--- config.mk ---
export PLATFORM = sky130hd
export DESIGN_NAME = eas_sequencer
export DESIGN_NICKNAME = d
export VERILOG_FILES = /design/src/hw/eas_pkg.sv /design/src/hw/eas_sequencer.sv
export SDC_FILE = /design/constraint.sdc
export NUM_CORES = 1
export LEC_CHECK = 0
export BUFFER_PORTS_ARGS = -buffer_cell sky130_fd_sc_hd__buf_4
export CAP_MARGIN = 10
export CORE_ASPECT_RATIO = 1.2
export CORE_UTILIZATION = 45
export CTS_CLUSTER_SIZE = 14
export DETAILED_ROUTE_END_ITERATION = 6
export PLACE_DENSITY = 0.69
export RECOVER_POWER = 100
export SYNTH_ARGS = -nofsm -noshare
export SYNTH_HDL_FRONTEND = slang
export SYNTH_SLANG_ARGS = --single-unit
--- constraint.sdc ---
create_clock -name CLK_I -period 3.32 [get_ports CLK_I]
set_input_delay 0.664 -clock CLK_I [delete_from_list [all_inputs] [get_ports CLK_I]]
set_output_delay 0.664 -clock CLK_I [all_outputs]
set_load 0.005 [all_outputs]
--- src/hw/eas_pkg.sv ---
// eas_pkg: constants, types and register map of the event/action sequencer.
// assumes a 10 MHz controller clock and a 32-bit AXI4-Lite register bus.
package eas_pkg;
  // clock and scan timing
  localparam int CLK_PERIOD_NS = 100;
  localparam int SCAN_INTERVAL_NS = 1000000;
  localparam int SCAN_CYCLES = (SCAN_INTERVAL_NS + CLK_PERIOD_NS - 1) / CLK_PERIOD_NS;
  // sequencer sizing
  localparam int MAX_PAIRS = 20;
  localparam int IDX_W = 5;
  localparam int SEL_W = 8;
  localparam int PCT_W = 7;
  localparam int TMR_W = 16;
  // register byte offsets
  localparam logic [7:0] OFS_CTRL = 8'h00;
  localparam logic [7:0] OFS_TIMER0 = 8'h04;
  localparam logic [7:0] OFS_PRESET0 = 8'h08;
  localparam logic [7:0] OFS_PRESET1 = 8'h0c;
  localparam logic [7:0] OFS_STATUS = 8'h10;
  localparam logic [7:0] OFS_EVENT_BASE = 8'h40;
  // actions sit above the last event word (0x8c), so the two arrays never share an address
  localparam logic [7:0] OFS_ACTION_BASE = 8'ha0;
  // control and status field positions
  localparam int CTRL_EN_BIT = 0;
  localparam int CTRL_CNT_LSB = 8;
  localparam int ST_IDX_LSB = 0;
  localparam int ST_TMR_RUN_BIT = 8;
  localparam int ST_TMR_EXP_BIT = 9;
  localparam int ST_PRESET_BIT = 10;
  localparam int ST_MOTOR_LSB = 16;
  // reset values
  localparam logic [TMR_W-1:0] RST_TIMER0 = 16'h0000;
  localparam logic [PCT_W-1:0] RST_PRESET = 7'h00;
  localparam logic [SEL_W-1:0] RST_EVENT = 8'h00;
  localparam logic [SEL_W-1:0] RST_ACTION = 8'h01;
  // event selector codes
  localparam logic [SEL_W-1:0] EV_FALSE = 8'h00;
  localparam logic [SEL_W-1:0] EV_TRUE = 8'h01;
  localparam logic [SEL_W-1:0] EV_EXT_IN = 8'h02;
  localparam logic [SEL_W-1:0] EV_ON_REF = 8'h04;
  localparam logic [SEL_W-1:0] EV_TIMEOUT0 = 8'h1e;
  // action selector codes
  localparam logic [SEL_W-1:0] ACT_NONE = 8'h01;
  localparam logic [SEL_W-1:0] ACT_PRESET0 = 8'h0a;
  localparam logic [SEL_W-1:0] ACT_PRESET1 = 8'h0b;
  localparam logic [SEL_W-1:0] ACT_START_TMR0 = 8'h1d;
  // axi responses
  localparam logic [1:0] RESP_OKAY = 2'h0;
  localparam logic [1:0] RESP_SLVERR = 2'h2;
  // motor control states, one-hot
  typedef enum logic [2:0] {
    MS_FREE = 3'b001,
    MS_RUN = 3'b010,
    MS_RAMP = 3'b100
  } eas_motor_e;
  // drive-facing outputs
  typedef struct packed {
    logic run;
    logic ramp_down;
    logic preset_sel;
    logic [PCT_W-1:0] ref_pct;
  } eas_drive_s;
endpackage

--- src/hw/eas_sequencer.sv ---
// eas_sequencer: event/action sequencer of a motor drive, with AXI4-Lite registers.
// assumes start/stop, zero-speed, on-reference and external event come from pins
// outside the clock domain; the AXI master sits on CLK_I.
`timescale 1ns/1ps
// Operation
// - events and actions pair by number; true event n runs action n, then n+1.
// - one event tested per scan; false means no action and index kept.
// - on start the sequencer begins at pair one and tests only that event.
// - programmed pair count may be anything from zero to twenty.
// - after the last programmed pair executes, wrap back to the first event.
// - event codes: 0 false, 1 true, 4 on reference, 30 timer zero expired.
// - action codes: 1 none, 10 preset zero, 11 preset one, 29 start timer.
// - timer zero runs a programmed duration; expiry makes timeout event true.
// - preset action switches active reference to that preset percentage.
// - with mode off, no event is tested and no action executed.
// - events come from internal conditions or from external signals.
// - stop command ramps motor down, then drive enters free unpowered state.
module eas_sequencer import eas_pkg::*; #(
  parameter int SCAN_CNT = SCAN_CYCLES
) (
  // clock and reset
  input wire logic CLK_I,
  input wire logic NRST_I,
  // axi4-lite write
  input wire logic [7:0] AWADDR_I,
  input wire logic AWVALID_I,
  output logic AWREADY_O,
  input wire logic [31:0] WDATA_I,
  input wire logic [3:0] WSTRB_I,
  input wire logic WVALID_I,
  output logic WREADY_O,
  output logic [1:0] BRESP_O,
  output logic BVALID_O,
  input wire logic BREADY_I,
  // axi4-lite read
  input wire logic [7:0] ARADDR_I,
  input wire logic ARVALID_I,
  output logic ARREADY_O,
  output logic [31:0] RDATA_O,
  output logic [1:0] RRESP_O,
  output logic RVALID_O,
  input wire logic RREADY_I,
  // drive pins
  input wire logic START_I,
  input wire logic ZERO_SPEED_I,
  input wire logic ON_REF_I,
  input wire logic EXT_EVENT_I,
  output eas_drive_s DRV_O
);
  localparam int SCAN_W = $clog2(SCAN_CNT + 1);

  // two-stage synchronisers for the four pins
  logic [3:0] sync1_r, sync2_r;
  logic start_s, zspd_s, onref_s, ext_s;
  always_ff @(posedge CLK_I) begin
    if (!NRST_I) begin
      sync1_r <= 4'h0;
      sync2_r <= 4'h0;
    end else begin
      sync1_r <= {EXT_EVENT_I, ON_REF_I, ZERO_SPEED_I, START_I};
      sync2_r <= sync1_r;
    end
  end
  assign {ext_s, onref_s, zspd_s, start_s} = sync2_r;

  // register state
  logic en_r, en_nxt;
  logic [IDX_W-1:0] cnt_r, cnt_nxt;
  logic [TMR_W-1:0] dur_r, dur_nxt;
  logic [PCT_W-1:0] pre0_r, pre0_nxt, pre1_r, pre1_nxt;
  logic [SEL_W-1:0] ev_sel_r [MAX_PAIRS];
  logic [SEL_W-1:0] ev_sel_nxt [MAX_PAIRS];
  logic [SEL_W-1:0] act_sel_r [MAX_PAIRS];
  logic [SEL_W-1:0] act_sel_nxt [MAX_PAIRS];
  // bus handshake state
  logic aw_got_r, aw_got_nxt, w_got_r, w_got_nxt;
  logic [7:0] aw_addr_r, aw_addr_nxt;
  logic [31:0] w_data_r, w_data_nxt;
  logic [3:0] w_strb_r, w_strb_nxt;
  logic bvalid_r, bvalid_nxt, rvalid_r, rvalid_nxt;
  logic [1:0] bresp_r, bresp_nxt, rresp_r, rresp_nxt;
  logic [31:0] rdata_r, rdata_nxt;
  logic awrdy_r, awrdy_nxt, wrdy_r, wrdy_nxt, arrdy_r, arrdy_nxt;
  // sequencer state
  logic [SCAN_W-1:0] scan_r, scan_nxt;
  logic tick_r, tick_nxt;
  logic [IDX_W-1:0] idx_r, idx_nxt;
  logic [TMR_W-1:0] tmr_r, tmr_nxt;
  logic tmr_run_r, tmr_run_nxt, tmr_exp_r, tmr_exp_nxt;
  logic psel_r, psel_nxt;
  eas_motor_e ms_r, ms_nxt;
  eas_drive_s drv_r, drv_nxt;
  logic ev_true, fire;
  logic [SEL_W-1:0] cur_ev, cur_act;

  // register write and read decode; a write lands only when address and data are both held
  always_comb begin
    logic do_wr;
    logic [7:0] wa;
    do_wr = 1'b0;
    wa = 8'h00;
    en_nxt = en_r;
    cnt_nxt = cnt_r;
    dur_nxt = dur_r;
    pre0_nxt = pre0_r;
    pre1_nxt = pre1_r;
    ev_sel_nxt = ev_sel_r;
    act_sel_nxt = act_sel_r;
    aw_got_nxt = aw_got_r;
    w_got_nxt = w_got_r;
    aw_addr_nxt = aw_addr_r;
    w_data_nxt = w_data_r;
    w_strb_nxt = w_strb_r;
    bvalid_nxt = bvalid_r;
    bresp_nxt = bresp_r;
    rvalid_nxt = rvalid_r;
    rresp_nxt = rresp_r;
    rdata_nxt = rdata_r;
    if (AWVALID_I && awrdy_r) begin
      aw_got_nxt = 1'b1;
      aw_addr_nxt = AWADDR_I;
    end
    if (WVALID_I && wrdy_r) begin
      w_got_nxt = 1'b1;
      w_data_nxt = WDATA_I;
      w_strb_nxt = WSTRB_I;
    end
    if (bvalid_r && BREADY_I) begin
      bvalid_nxt = 1'b0;
    end
    if (aw_got_r && w_got_r && !bvalid_r) begin
      do_wr = 1'b1;
      wa = aw_addr_r;
      aw_got_nxt = 1'b0;
      w_got_nxt = 1'b0;
      bvalid_nxt = 1'b1;
      bresp_nxt = RESP_SLVERR;
    end
    if (do_wr) begin
      if (wa == OFS_CTRL) begin
        bresp_nxt = RESP_OKAY;
        if (w_strb_r[0]) en_nxt = w_data_r[CTRL_EN_BIT];
        if (w_strb_r[1]) begin
          cnt_nxt = (w_data_r[CTRL_CNT_LSB +: IDX_W] > IDX_W'(MAX_PAIRS)) ?
            IDX_W'(MAX_PAIRS) : w_data_r[CTRL_CNT_LSB +: IDX_W];
        end
      end else if (wa == OFS_TIMER0) begin
        bresp_nxt = RESP_OKAY;
        if (w_strb_r[0]) dur_nxt[7:0] = w_data_r[7:0];
        if (w_strb_r[1]) dur_nxt[15:8] = w_data_r[15:8];
      end else if (wa == OFS_PRESET0) begin
        bresp_nxt = RESP_OKAY;
        if (w_strb_r[0]) pre0_nxt = w_data_r[PCT_W-1:0];
      end else if (wa == OFS_PRESET1) begin
        bresp_nxt = RESP_OKAY;
        if (w_strb_r[0]) pre1_nxt = w_data_r[PCT_W-1:0];
      end else if (wa == OFS_STATUS) begin
        bresp_nxt = RESP_OKAY;
      end
      for (int i = 0; i < MAX_PAIRS; i++) begin
        if (wa == OFS_EVENT_BASE + 8'(4 * i)) begin
          bresp_nxt = RESP_OKAY;
          if (w_strb_r[0]) ev_sel_nxt[i] = w_data_r[SEL_W-1:0];
        end
        if (wa == OFS_ACTION_BASE + 8'(4 * i)) begin
          bresp_nxt = RESP_OKAY;
          if (w_strb_r[0]) act_sel_nxt[i] = w_data_r[SEL_W-1:0];
        end
      end
    end
    if (rvalid_r && RREADY_I) begin
      rvalid_nxt = 1'b0;
    end
    if (ARVALID_I && arrdy_r) begin
      rvalid_nxt = 1'b1;
      rresp_nxt = RESP_OKAY;
      rdata_nxt = 32'h0000_0000;
      case (ARADDR_I)
        OFS_CTRL: begin
          rdata_nxt[CTRL_EN_BIT] = en_r;
          rdata_nxt[CTRL_CNT_LSB +: IDX_W] = cnt_r;
        end
        OFS_TIMER0: rdata_nxt[TMR_W-1:0] = dur_r;
        OFS_PRESET0: rdata_nxt[PCT_W-1:0] = pre0_r;
        OFS_PRESET1: rdata_nxt[PCT_W-1:0] = pre1_r;
        OFS_STATUS: begin
          rdata_nxt[ST_IDX_LSB +: IDX_W] = idx_r;
          rdata_nxt[ST_TMR_RUN_BIT] = tmr_run_r;
          rdata_nxt[ST_TMR_EXP_BIT] = tmr_exp_r;
          rdata_nxt[ST_PRESET_BIT] = psel_r;
          rdata_nxt[ST_MOTOR_LSB +: 3] = ms_r;
        end
        default: begin
          rresp_nxt = RESP_SLVERR;
          for (int i = 0; i < MAX_PAIRS; i++) begin
            if (ARADDR_I == OFS_EVENT_BASE + 8'(4 * i)) begin
              rresp_nxt = RESP_OKAY;
              rdata_nxt[SEL_W-1:0] = ev_sel_r[i];
            end
            if (ARADDR_I == OFS_ACTION_BASE + 8'(4 * i)) begin
              rresp_nxt = RESP_OKAY;
              rdata_nxt[SEL_W-1:0] = act_sel_r[i];
            end
          end
        end
      endcase
    end
    // ready flags registered so every bus output comes from a flop
    awrdy_nxt = !aw_got_nxt && !bvalid_nxt;
    wrdy_nxt = !w_got_nxt && !bvalid_nxt;
    arrdy_nxt = !rvalid_nxt;
  end

  // register and bus flops
  always_ff @(posedge CLK_I) begin
    if (!NRST_I) begin
      en_r <= 1'b0;
      cnt_r <= '0;
      dur_r <= RST_TIMER0;
      pre0_r <= RST_PRESET;
      pre1_r <= RST_PRESET;
      for (int i = 0; i < MAX_PAIRS; i++) begin
        ev_sel_r[i] <= RST_EVENT;
        act_sel_r[i] <= RST_ACTION;
      end
      aw_got_r <= 1'b0;
      w_got_r <= 1'b0;
      aw_addr_r <= 8'h00;
      w_data_r <= 32'h0000_0000;
      w_strb_r <= 4'h0;
      bvalid_r <= 1'b0;
      bresp_r <= RESP_OKAY;
      rvalid_r <= 1'b0;
      rresp_r <= RESP_OKAY;
      rdata_r <= 32'h0000_0000;
      awrdy_r <= 1'b0;
      wrdy_r <= 1'b0;
      arrdy_r <= 1'b0;
    end else begin
      en_r <= en_nxt;
      cnt_r <= cnt_nxt;
      dur_r <= dur_nxt;
      pre0_r <= pre0_nxt;
      pre1_r <= pre1_nxt;
      ev_sel_r <= ev_sel_nxt;
      act_sel_r <= act_sel_nxt;
      aw_got_r <= aw_got_nxt;
      w_got_r <= w_got_nxt;
      aw_addr_r <= aw_addr_nxt;
      w_data_r <= w_data_nxt;
      w_strb_r <= w_strb_nxt;
      bvalid_r <= bvalid_nxt;
      bresp_r <= bresp_nxt;
      rvalid_r <= rvalid_nxt;
      rresp_r <= rresp_nxt;
      rdata_r <= rdata_nxt;
      awrdy_r <= awrdy_nxt;
      wrdy_r <= wrdy_nxt;
      arrdy_r <= arrdy_nxt;
    end
  end

  // current pair lookup; index stays below MAX_PAIRS, so the array read is in range
  assign cur_ev = ev_sel_r[idx_r];
  assign cur_act = act_sel_r[idx_r];

  // constants, internal timer, or the synchronised on-reference and external pins
  always_comb begin
    case (cur_ev)
      EV_FALSE: ev_true = 1'b0;
      EV_TRUE: ev_true = 1'b1;
      EV_EXT_IN: ev_true = ext_s;
      EV_ON_REF: ev_true = onref_s;
      EV_TIMEOUT0: ev_true = tmr_exp_r;
      default: ev_true = 1'b0;
    endcase
  end

  assign fire = tick_r && en_r && (cnt_r != '0) && ev_true;

  // sequencer, timer and motor next state
  always_comb begin
    scan_nxt = scan_r + SCAN_W'(1);
    tick_nxt = 1'b0;
    idx_nxt = idx_r;
    tmr_nxt = tmr_r;
    tmr_run_nxt = tmr_run_r;
    tmr_exp_nxt = tmr_exp_r;
    psel_nxt = psel_r;
    ms_nxt = ms_r;
    if (scan_r == SCAN_W'(SCAN_CNT - 1)) begin
      scan_nxt = '0;
      tick_nxt = 1'b1;
    end
    if (tmr_run_r && tick_r) begin
      if (tmr_r <= TMR_W'(1)) begin
        tmr_run_nxt = 1'b0;
        tmr_exp_nxt = 1'b1;
        tmr_nxt = '0;
      end else begin
        tmr_nxt = tmr_r - TMR_W'(1);
      end
    end
    // mode off parks at first pair
    if (!en_r || (idx_r >= cnt_r)) begin
      idx_nxt = '0;
    end else if (fire) begin
      // run action n, step to n+1
      idx_nxt = (idx_r == cnt_r - IDX_W'(1)) ? '0 : idx_r + IDX_W'(1);
      case (cur_act)
        ACT_PRESET0: psel_nxt = 1'b0;
        ACT_PRESET1: psel_nxt = 1'b1;
        // start wins over expiry in the same cycle
        ACT_START_TMR0: begin
          tmr_nxt = dur_r;
          tmr_run_nxt = (dur_r != '0);
          tmr_exp_nxt = (dur_r == '0);
        end
        default: ;
      endcase
    end
    case (ms_r)
      MS_FREE: if (start_s) ms_nxt = MS_RUN;
      MS_RUN: if (!start_s) ms_nxt = MS_RAMP;
      MS_RAMP: begin
        if (start_s) ms_nxt = MS_RUN;
        else if (zspd_s) ms_nxt = MS_FREE;
      end
      default: ms_nxt = MS_FREE;
    endcase
    drv_nxt.run = (ms_nxt != MS_FREE);
    drv_nxt.ramp_down = (ms_nxt == MS_RAMP);
    drv_nxt.preset_sel = psel_nxt;
    drv_nxt.ref_pct = psel_nxt ? pre1_r : pre0_r;
  end

  // sequencer flops
  always_ff @(posedge CLK_I) begin
    if (!NRST_I) begin
      scan_r <= '0;
      tick_r <= 1'b0;
      idx_r <= '0;
      tmr_r <= '0;
      tmr_run_r <= 1'b0;
      tmr_exp_r <= 1'b0;
      psel_r <= 1'b0;
      ms_r <= MS_FREE;
      drv_r <= '0;
    end else begin
      scan_r <= scan_nxt;
      tick_r <= tick_nxt;
      idx_r <= idx_nxt;
      tmr_r <= tmr_nxt;
      tmr_run_r <= tmr_run_nxt;
      tmr_exp_r <= tmr_exp_nxt;
      psel_r <= psel_nxt;
      ms_r <= ms_nxt;
      drv_r <= drv_nxt;
    end
  end

  // outputs straight from flops
  assign AWREADY_O = awrdy_r;
  assign WREADY_O = wrdy_r;
  assign BVALID_O = bvalid_r;
  assign BRESP_O = bresp_r;
  assign ARREADY_O = arrdy_r;
  assign RVALID_O = rvalid_r;
  assign RDATA_O = rdata_r;
  assign RRESP_O = rresp_r;
  assign DRV_O = drv_r;

  // checks
  idx_hold_false_a: assert property (@(posedge CLK_I) disable iff (!NRST_I)
    (en_r && idx_r < cnt_r && !fire) |=> (idx_r == $past(idx_r)))
    else $error("index moved without a true event");
  idx_step_a: assert property (@(posedge CLK_I) disable iff (!NRST_I)
    (fire && idx_r < cnt_r - IDX_W'(1)) |=> (idx_r == $past(idx_r) + IDX_W'(1)))
    else $error("index did not step after true event");
  idx_wrap_a: assert property (@(posedge CLK_I) disable iff (!NRST_I)
    (fire && idx_r == cnt_r - IDX_W'(1)) |=> (idx_r == '0))
    else $error("index did not wrap after last pair");
  mode_off_a: assert property (@(posedge CLK_I) disable iff (!NRST_I)
    !en_r |-> (!fire ##1 idx_r == '0))
    else $error("sequencer acted with mode off");
  zero_pairs_a: assert property (@(posedge CLK_I) disable iff (!NRST_I)
    (cnt_r == '0) |-> !fire)
    else $error("action with zero pairs");
  tick_single_a: assert property (@(posedge CLK_I) disable iff (!NRST_I)
    tick_r |=> !tick_r)
    else $error("scan tick longer than one cycle");
  preset_sel_a: assert property (@(posedge CLK_I) disable iff (!NRST_I)
    (fire && cur_act == ACT_PRESET1) |=> (DRV_O.preset_sel && DRV_O.ref_pct == pre1_r))
    else $error("preset one not applied");
  timer_exp_a: assert property (@(posedge CLK_I) disable iff (!NRST_I)
    (tick_r && tmr_run_r && tmr_r == TMR_W'(1) && !(fire && cur_act == ACT_START_TMR0))
    |=> (tmr_exp_r && !tmr_run_r))
    else $error("timer did not expire");
  stop_ramp_a: assert property (@(posedge CLK_I) disable iff (!NRST_I)
    (ms_r == MS_RUN && !start_s) |=> (ms_r == MS_RAMP) ##1 DRV_O.ramp_down)
    else $error("stop did not ramp down");
endmodule

==> summary.txt <==
Clock tree
  • CTS sink cnt: 470
  • Worst-skew pair later-pin latency: 0.62 ns
  • H-tree depth: 2
  • CTS tree: done
  • CTS buffer count: 49
  • Max clock buf depth: 3
  • Hold Buf Count CTS: 0
  • Clk root buf: clkbuf_16
  • Worst-path clk slew: 0.07 ns

Power and ir drop
  • Power Dens Cells: 419 mW/mm²
  • Logic pwr share: 0.057
  • Internal power: 9190 µW
  • Seq pwr share: 0.475
  • Maximum VDD drop: 0.396 mV
  • Switching fraction of total power: 0.244
  • Part of the power in the clock network: 0.468
  • Sw power: 2970 µW
  • Leakage: 0.0107 µW

Die
  • Total die area: 0.0551 mm²
  • I/O pin count: 114
  • Starting density of the core: 0.454
  • Num rows: 93
  • Core area: 0.0536 mm²
  • Die width: 214 µm
  • Die span in y: 257 µm

Synth
  • FF+latch count, synth: 470
  • Simple-gate portion of the synthesized area: 0.230
  • Synth Area in XOR/XNOR: 0.0108
  • Mapped cell area: 0.0244 mm²
  • EDFF count, synth: 0
  • Synth top area share: 0.386
  • Mean Syn Cell Area: 8.07 µm²
  • Most frequent cell after synthesis: nand2_1
  • Yosys Warn Count: 0
  • Cells after Synth: 3019
  • Most frequent cells after synthesis: nand2_1 (529), dfxtp_1 (470), nor2_1 (403)
  • Adder-Cell Fraction of Synth Area: 0.00513
  • Largest family of logic cells by synthesized area: simple AND/OR/NAND/NOR gates
  • Primary FF master, synth: dfxtp_1
  • Cell accounting for the most synthesized area: dfxtp_1
  • Multiplexer area fraction after synthesis: 0.142
  • Synth area leaders: dfxtp_1 (39%), mux2i_1 (9.1%), nand2_1 (8.1%)
  • Post-synthesis sequential area ratio: 0.386
  • Share of flip-flops with an asynchronous set or reset: 0
  • Netlist cell types: 92
  • Synth Area in Compound Gates: 0.176

Final layout
  • NumNets Final: 3305
  • Layout cell share with drive strength beyond 1: 0.164
  • Antenna diodes: 0
  • Multi-input logic area: 0.0139 mm²
  • Layout area overhead: 19.0%
  • Final instance area: 0.0290 mm²
  • Filler cells: 5013
  • Storage element area: 0.00943 mm²
  • Non-Filler Instances: 3977

Worst setup path
  • Worst EP required: 3.87 ns
  • Setup CP Type: flop to flop
  • Crit-path most repeated cell: buf_4
  • CP Launch Type: flop
  • Worst Path Arrival: 3.83 ns
  • Reg2reg start: idx_r[0]$_SDFFE_PP0P_
  • Max stage delay cell, worst path: mux4_2
  • R2R cell count: 10
  • CP max stage delay: 0.56 ns
  • Crit path max-delay family: multiplexers
  • Max FO, Critical Path: 6
  • R2R Setup Slk: 0.03 ns
  • Worst reg2reg path endpoint: idx_r[3]$_SDFFE_PP0P_
  • Endpoint type of the worst setup path: flop
  • CP bufs+invs: 2
  • Crit path from: idx_r[0]$_SDFFE_PP0P_
  • CP cell instances: buf_4 > buf_4 > mux4_2 > mux2i_1 > o211a_1 > mux2i_2 > a32oi_2 > or2_4 > or4_1 > a21oi_1

STA
  • Slew @ Worst Pin: 1.46 ns
  • Final setup violation count: 0
  • Rel. slew slack: 0.0277
  • RSZ-0062 raised after global routing: true
  • Final Max Tran Viols: 0
  • Fin crit period: 3.29 ns
  • Clock Skew: 0.0186 ns
  • Final hold violations: 0
  • Post-layout worst setup margin: 0.0318 ns
  • Period utilization: 0.990
  • Achievable Freq: 0.304 GHz

Status
  • Status: finished, violations left
  • Failing checks: DRC

Routing
  • Total wire length: 105000 µm
  • Via density: 6.38
  • First-pass detailed-route iteration total: 7
  • Vias: 25400
  • DRT iter0 DRCs: 3055
  • WL/cell: 26.5 µm
  • Post-DRT Antenna Nets: 0
  • Drt drc: 2

GRT
  • Antenna violations before repair: 4
  • Pin count of the biggest net entering global routing: 115
  • Vias in the first global route: 24300
  • First-pass GRT wire length: 155000 µm
  • Global route overflow: 0
  • Total GRT Usage: 0.372

Min path
  • Hold path depth: 2
  • Hold Crit Class: input pin to flop
  • Min-delay src: START_I
  • Hold Path End: sync1_r[0]$_SDFF_PN0_

Placed design
  • Placement Setup Slack: -0.136 ns
  • Inst Count DP: 3870
  • Placer Congestion: 1.09
  • Post-Place Cell Area: 0.0272 mm²
  • I/O Buffers: 81
  • Dpl hpwl: 78200 µm

Flow run
  • Max Cap Viol: 0
## layer usage
layer  global-route usage  part of all wire  vias to the layer above  wire length [µm]
li1                     -                 -                    11200                 -
met1                0.447              0.37                    12000             39000
met2                0.592              0.44                     1691             46600
met3               0.0728              0.10                      474             10500
met4                0.277             0.088                        4              9260
met5                    0           0.00030                        -                32
## worst max path at each step
stage                              end  slack (ns)  cells after the start
4_1_cts            tmr_r[5]$_SDFF_PN0_        0.03                     13
2_1_floorplan      DRV_O[7]$_SDFF_PN0_        0.24                     12
3_5_place_dp       tmr_r[5]$_SDFF_PN0_       -0.14                     12
6_report         idx_r[3]$_SDFFE_PP0P_        0.03                     10
3_3_place_gp   RDATA_O[7]$_SDFFE_PN0P_       -0.14                     14
5_1_grt          idx_r[3]$_SDFFE_PP0P_      -0.009                     11
## through the flow
stage	hold slack [ns]	utilization	setup TNS, ns	power, µW
finish	0.261	0.541	0	12200
global route	0.264	0.541	-0.0161	12400
CTS	0.246	0.540	0	12200
detailed placement	0.422	0.508	-2.07	6570
global placement	0.423	0.508	-0.622	6560
floorplan	0.412	-	0	6210
## state kept, by name, indices dropped and copies added, names as in the netlist, 2 cells and up, named ones only
| register | flops |
|---|---|
| DRV_O | 10 |
| pre0_r | 7 |
| ev_sel_r | 160 |
| pre1_r | 7 |
| scan_r | 14 |
| cnt_r | 5 |
| sync1_r | 4 |
| dur_r | 16 |
| idx_r | 5 |
| ms_r | 3 |
| w_strb_r | 2 |
| w_data_r | 16 |
| tmr_r | 16 |
| aw_addr_r | 8 |
| RDATA_O | 19 |
| act_sel_r | 160 |
| sync2_r | 4 |
## power groups by stage
| stage | Sequential (µW) | Clock [µW] | Combinational [µW] |
|---|---|---|---|
| floorplan | 5820 | 0 | 391 |
| global placement | 5890 | 0 | 667 |
| detailed placement | 5890 | 0 | 676 |
| CTS | 5770 | 5720 | 678 |
| global route | 5770 | 5950 | 725 |
| finish | 5770 | 5690 | 694 |
## cell families (layout without fill, tap and decap cells)
kind of cell | after synthesis | count (layout)
mux | 279 | 279
flops | 470 | 470
xor+xnor | 30 | 30
other cells | 1 | 14
simple gates | 1279 | 1279
compound gates | 685 | 685
buf+inv | 265 | 498
fa+ha+maj | 10 | 10
## cells in the final DEF (no fill, tap or decap), drive strengths merged, types with 8 or more instances in the layout
cell type  instances
nand2            529
dfxtp            470
nor2             403
a21oi            319
buf              313
mux2i            221
clkbuf           137
nand3            129
o21ai             91
nor3              59
mux4              51
o22ai             45
a22oi             35
inv               29
a221oi            25
nor4              24
o221ai            22
a211oi            20
xnor2             16
or3               15
xor2              14
o32ai             14
o211ai            14
conb              14
nand2b            13
and2              13
nor2b             12
and3              12
clkinv            12
nor3b             11
ha                10
o31ai              9
a31oi              9
nor4b              9
a222oi             8
or2                8
## area by class of cell
type / instances / share of cell area
clock buffer: 63 / 0.0480
clock inverter: 21 / 0.00863
inverter: 27 / 0.00375
multi-input combinational: 2297 / 0.480
sequential: 470 / 0.325
tap: 712 / 0.0307
timing repair buffer: 387 / 0.104
## timing repair
action	CTS	global route
pin swaps	0	2
setup endpoints to repair	27	28
setup buffers	9	14
resized for setup	4	16
gates cloned	0	0
No activity file was read; power rests on OpenSTA's default activity.
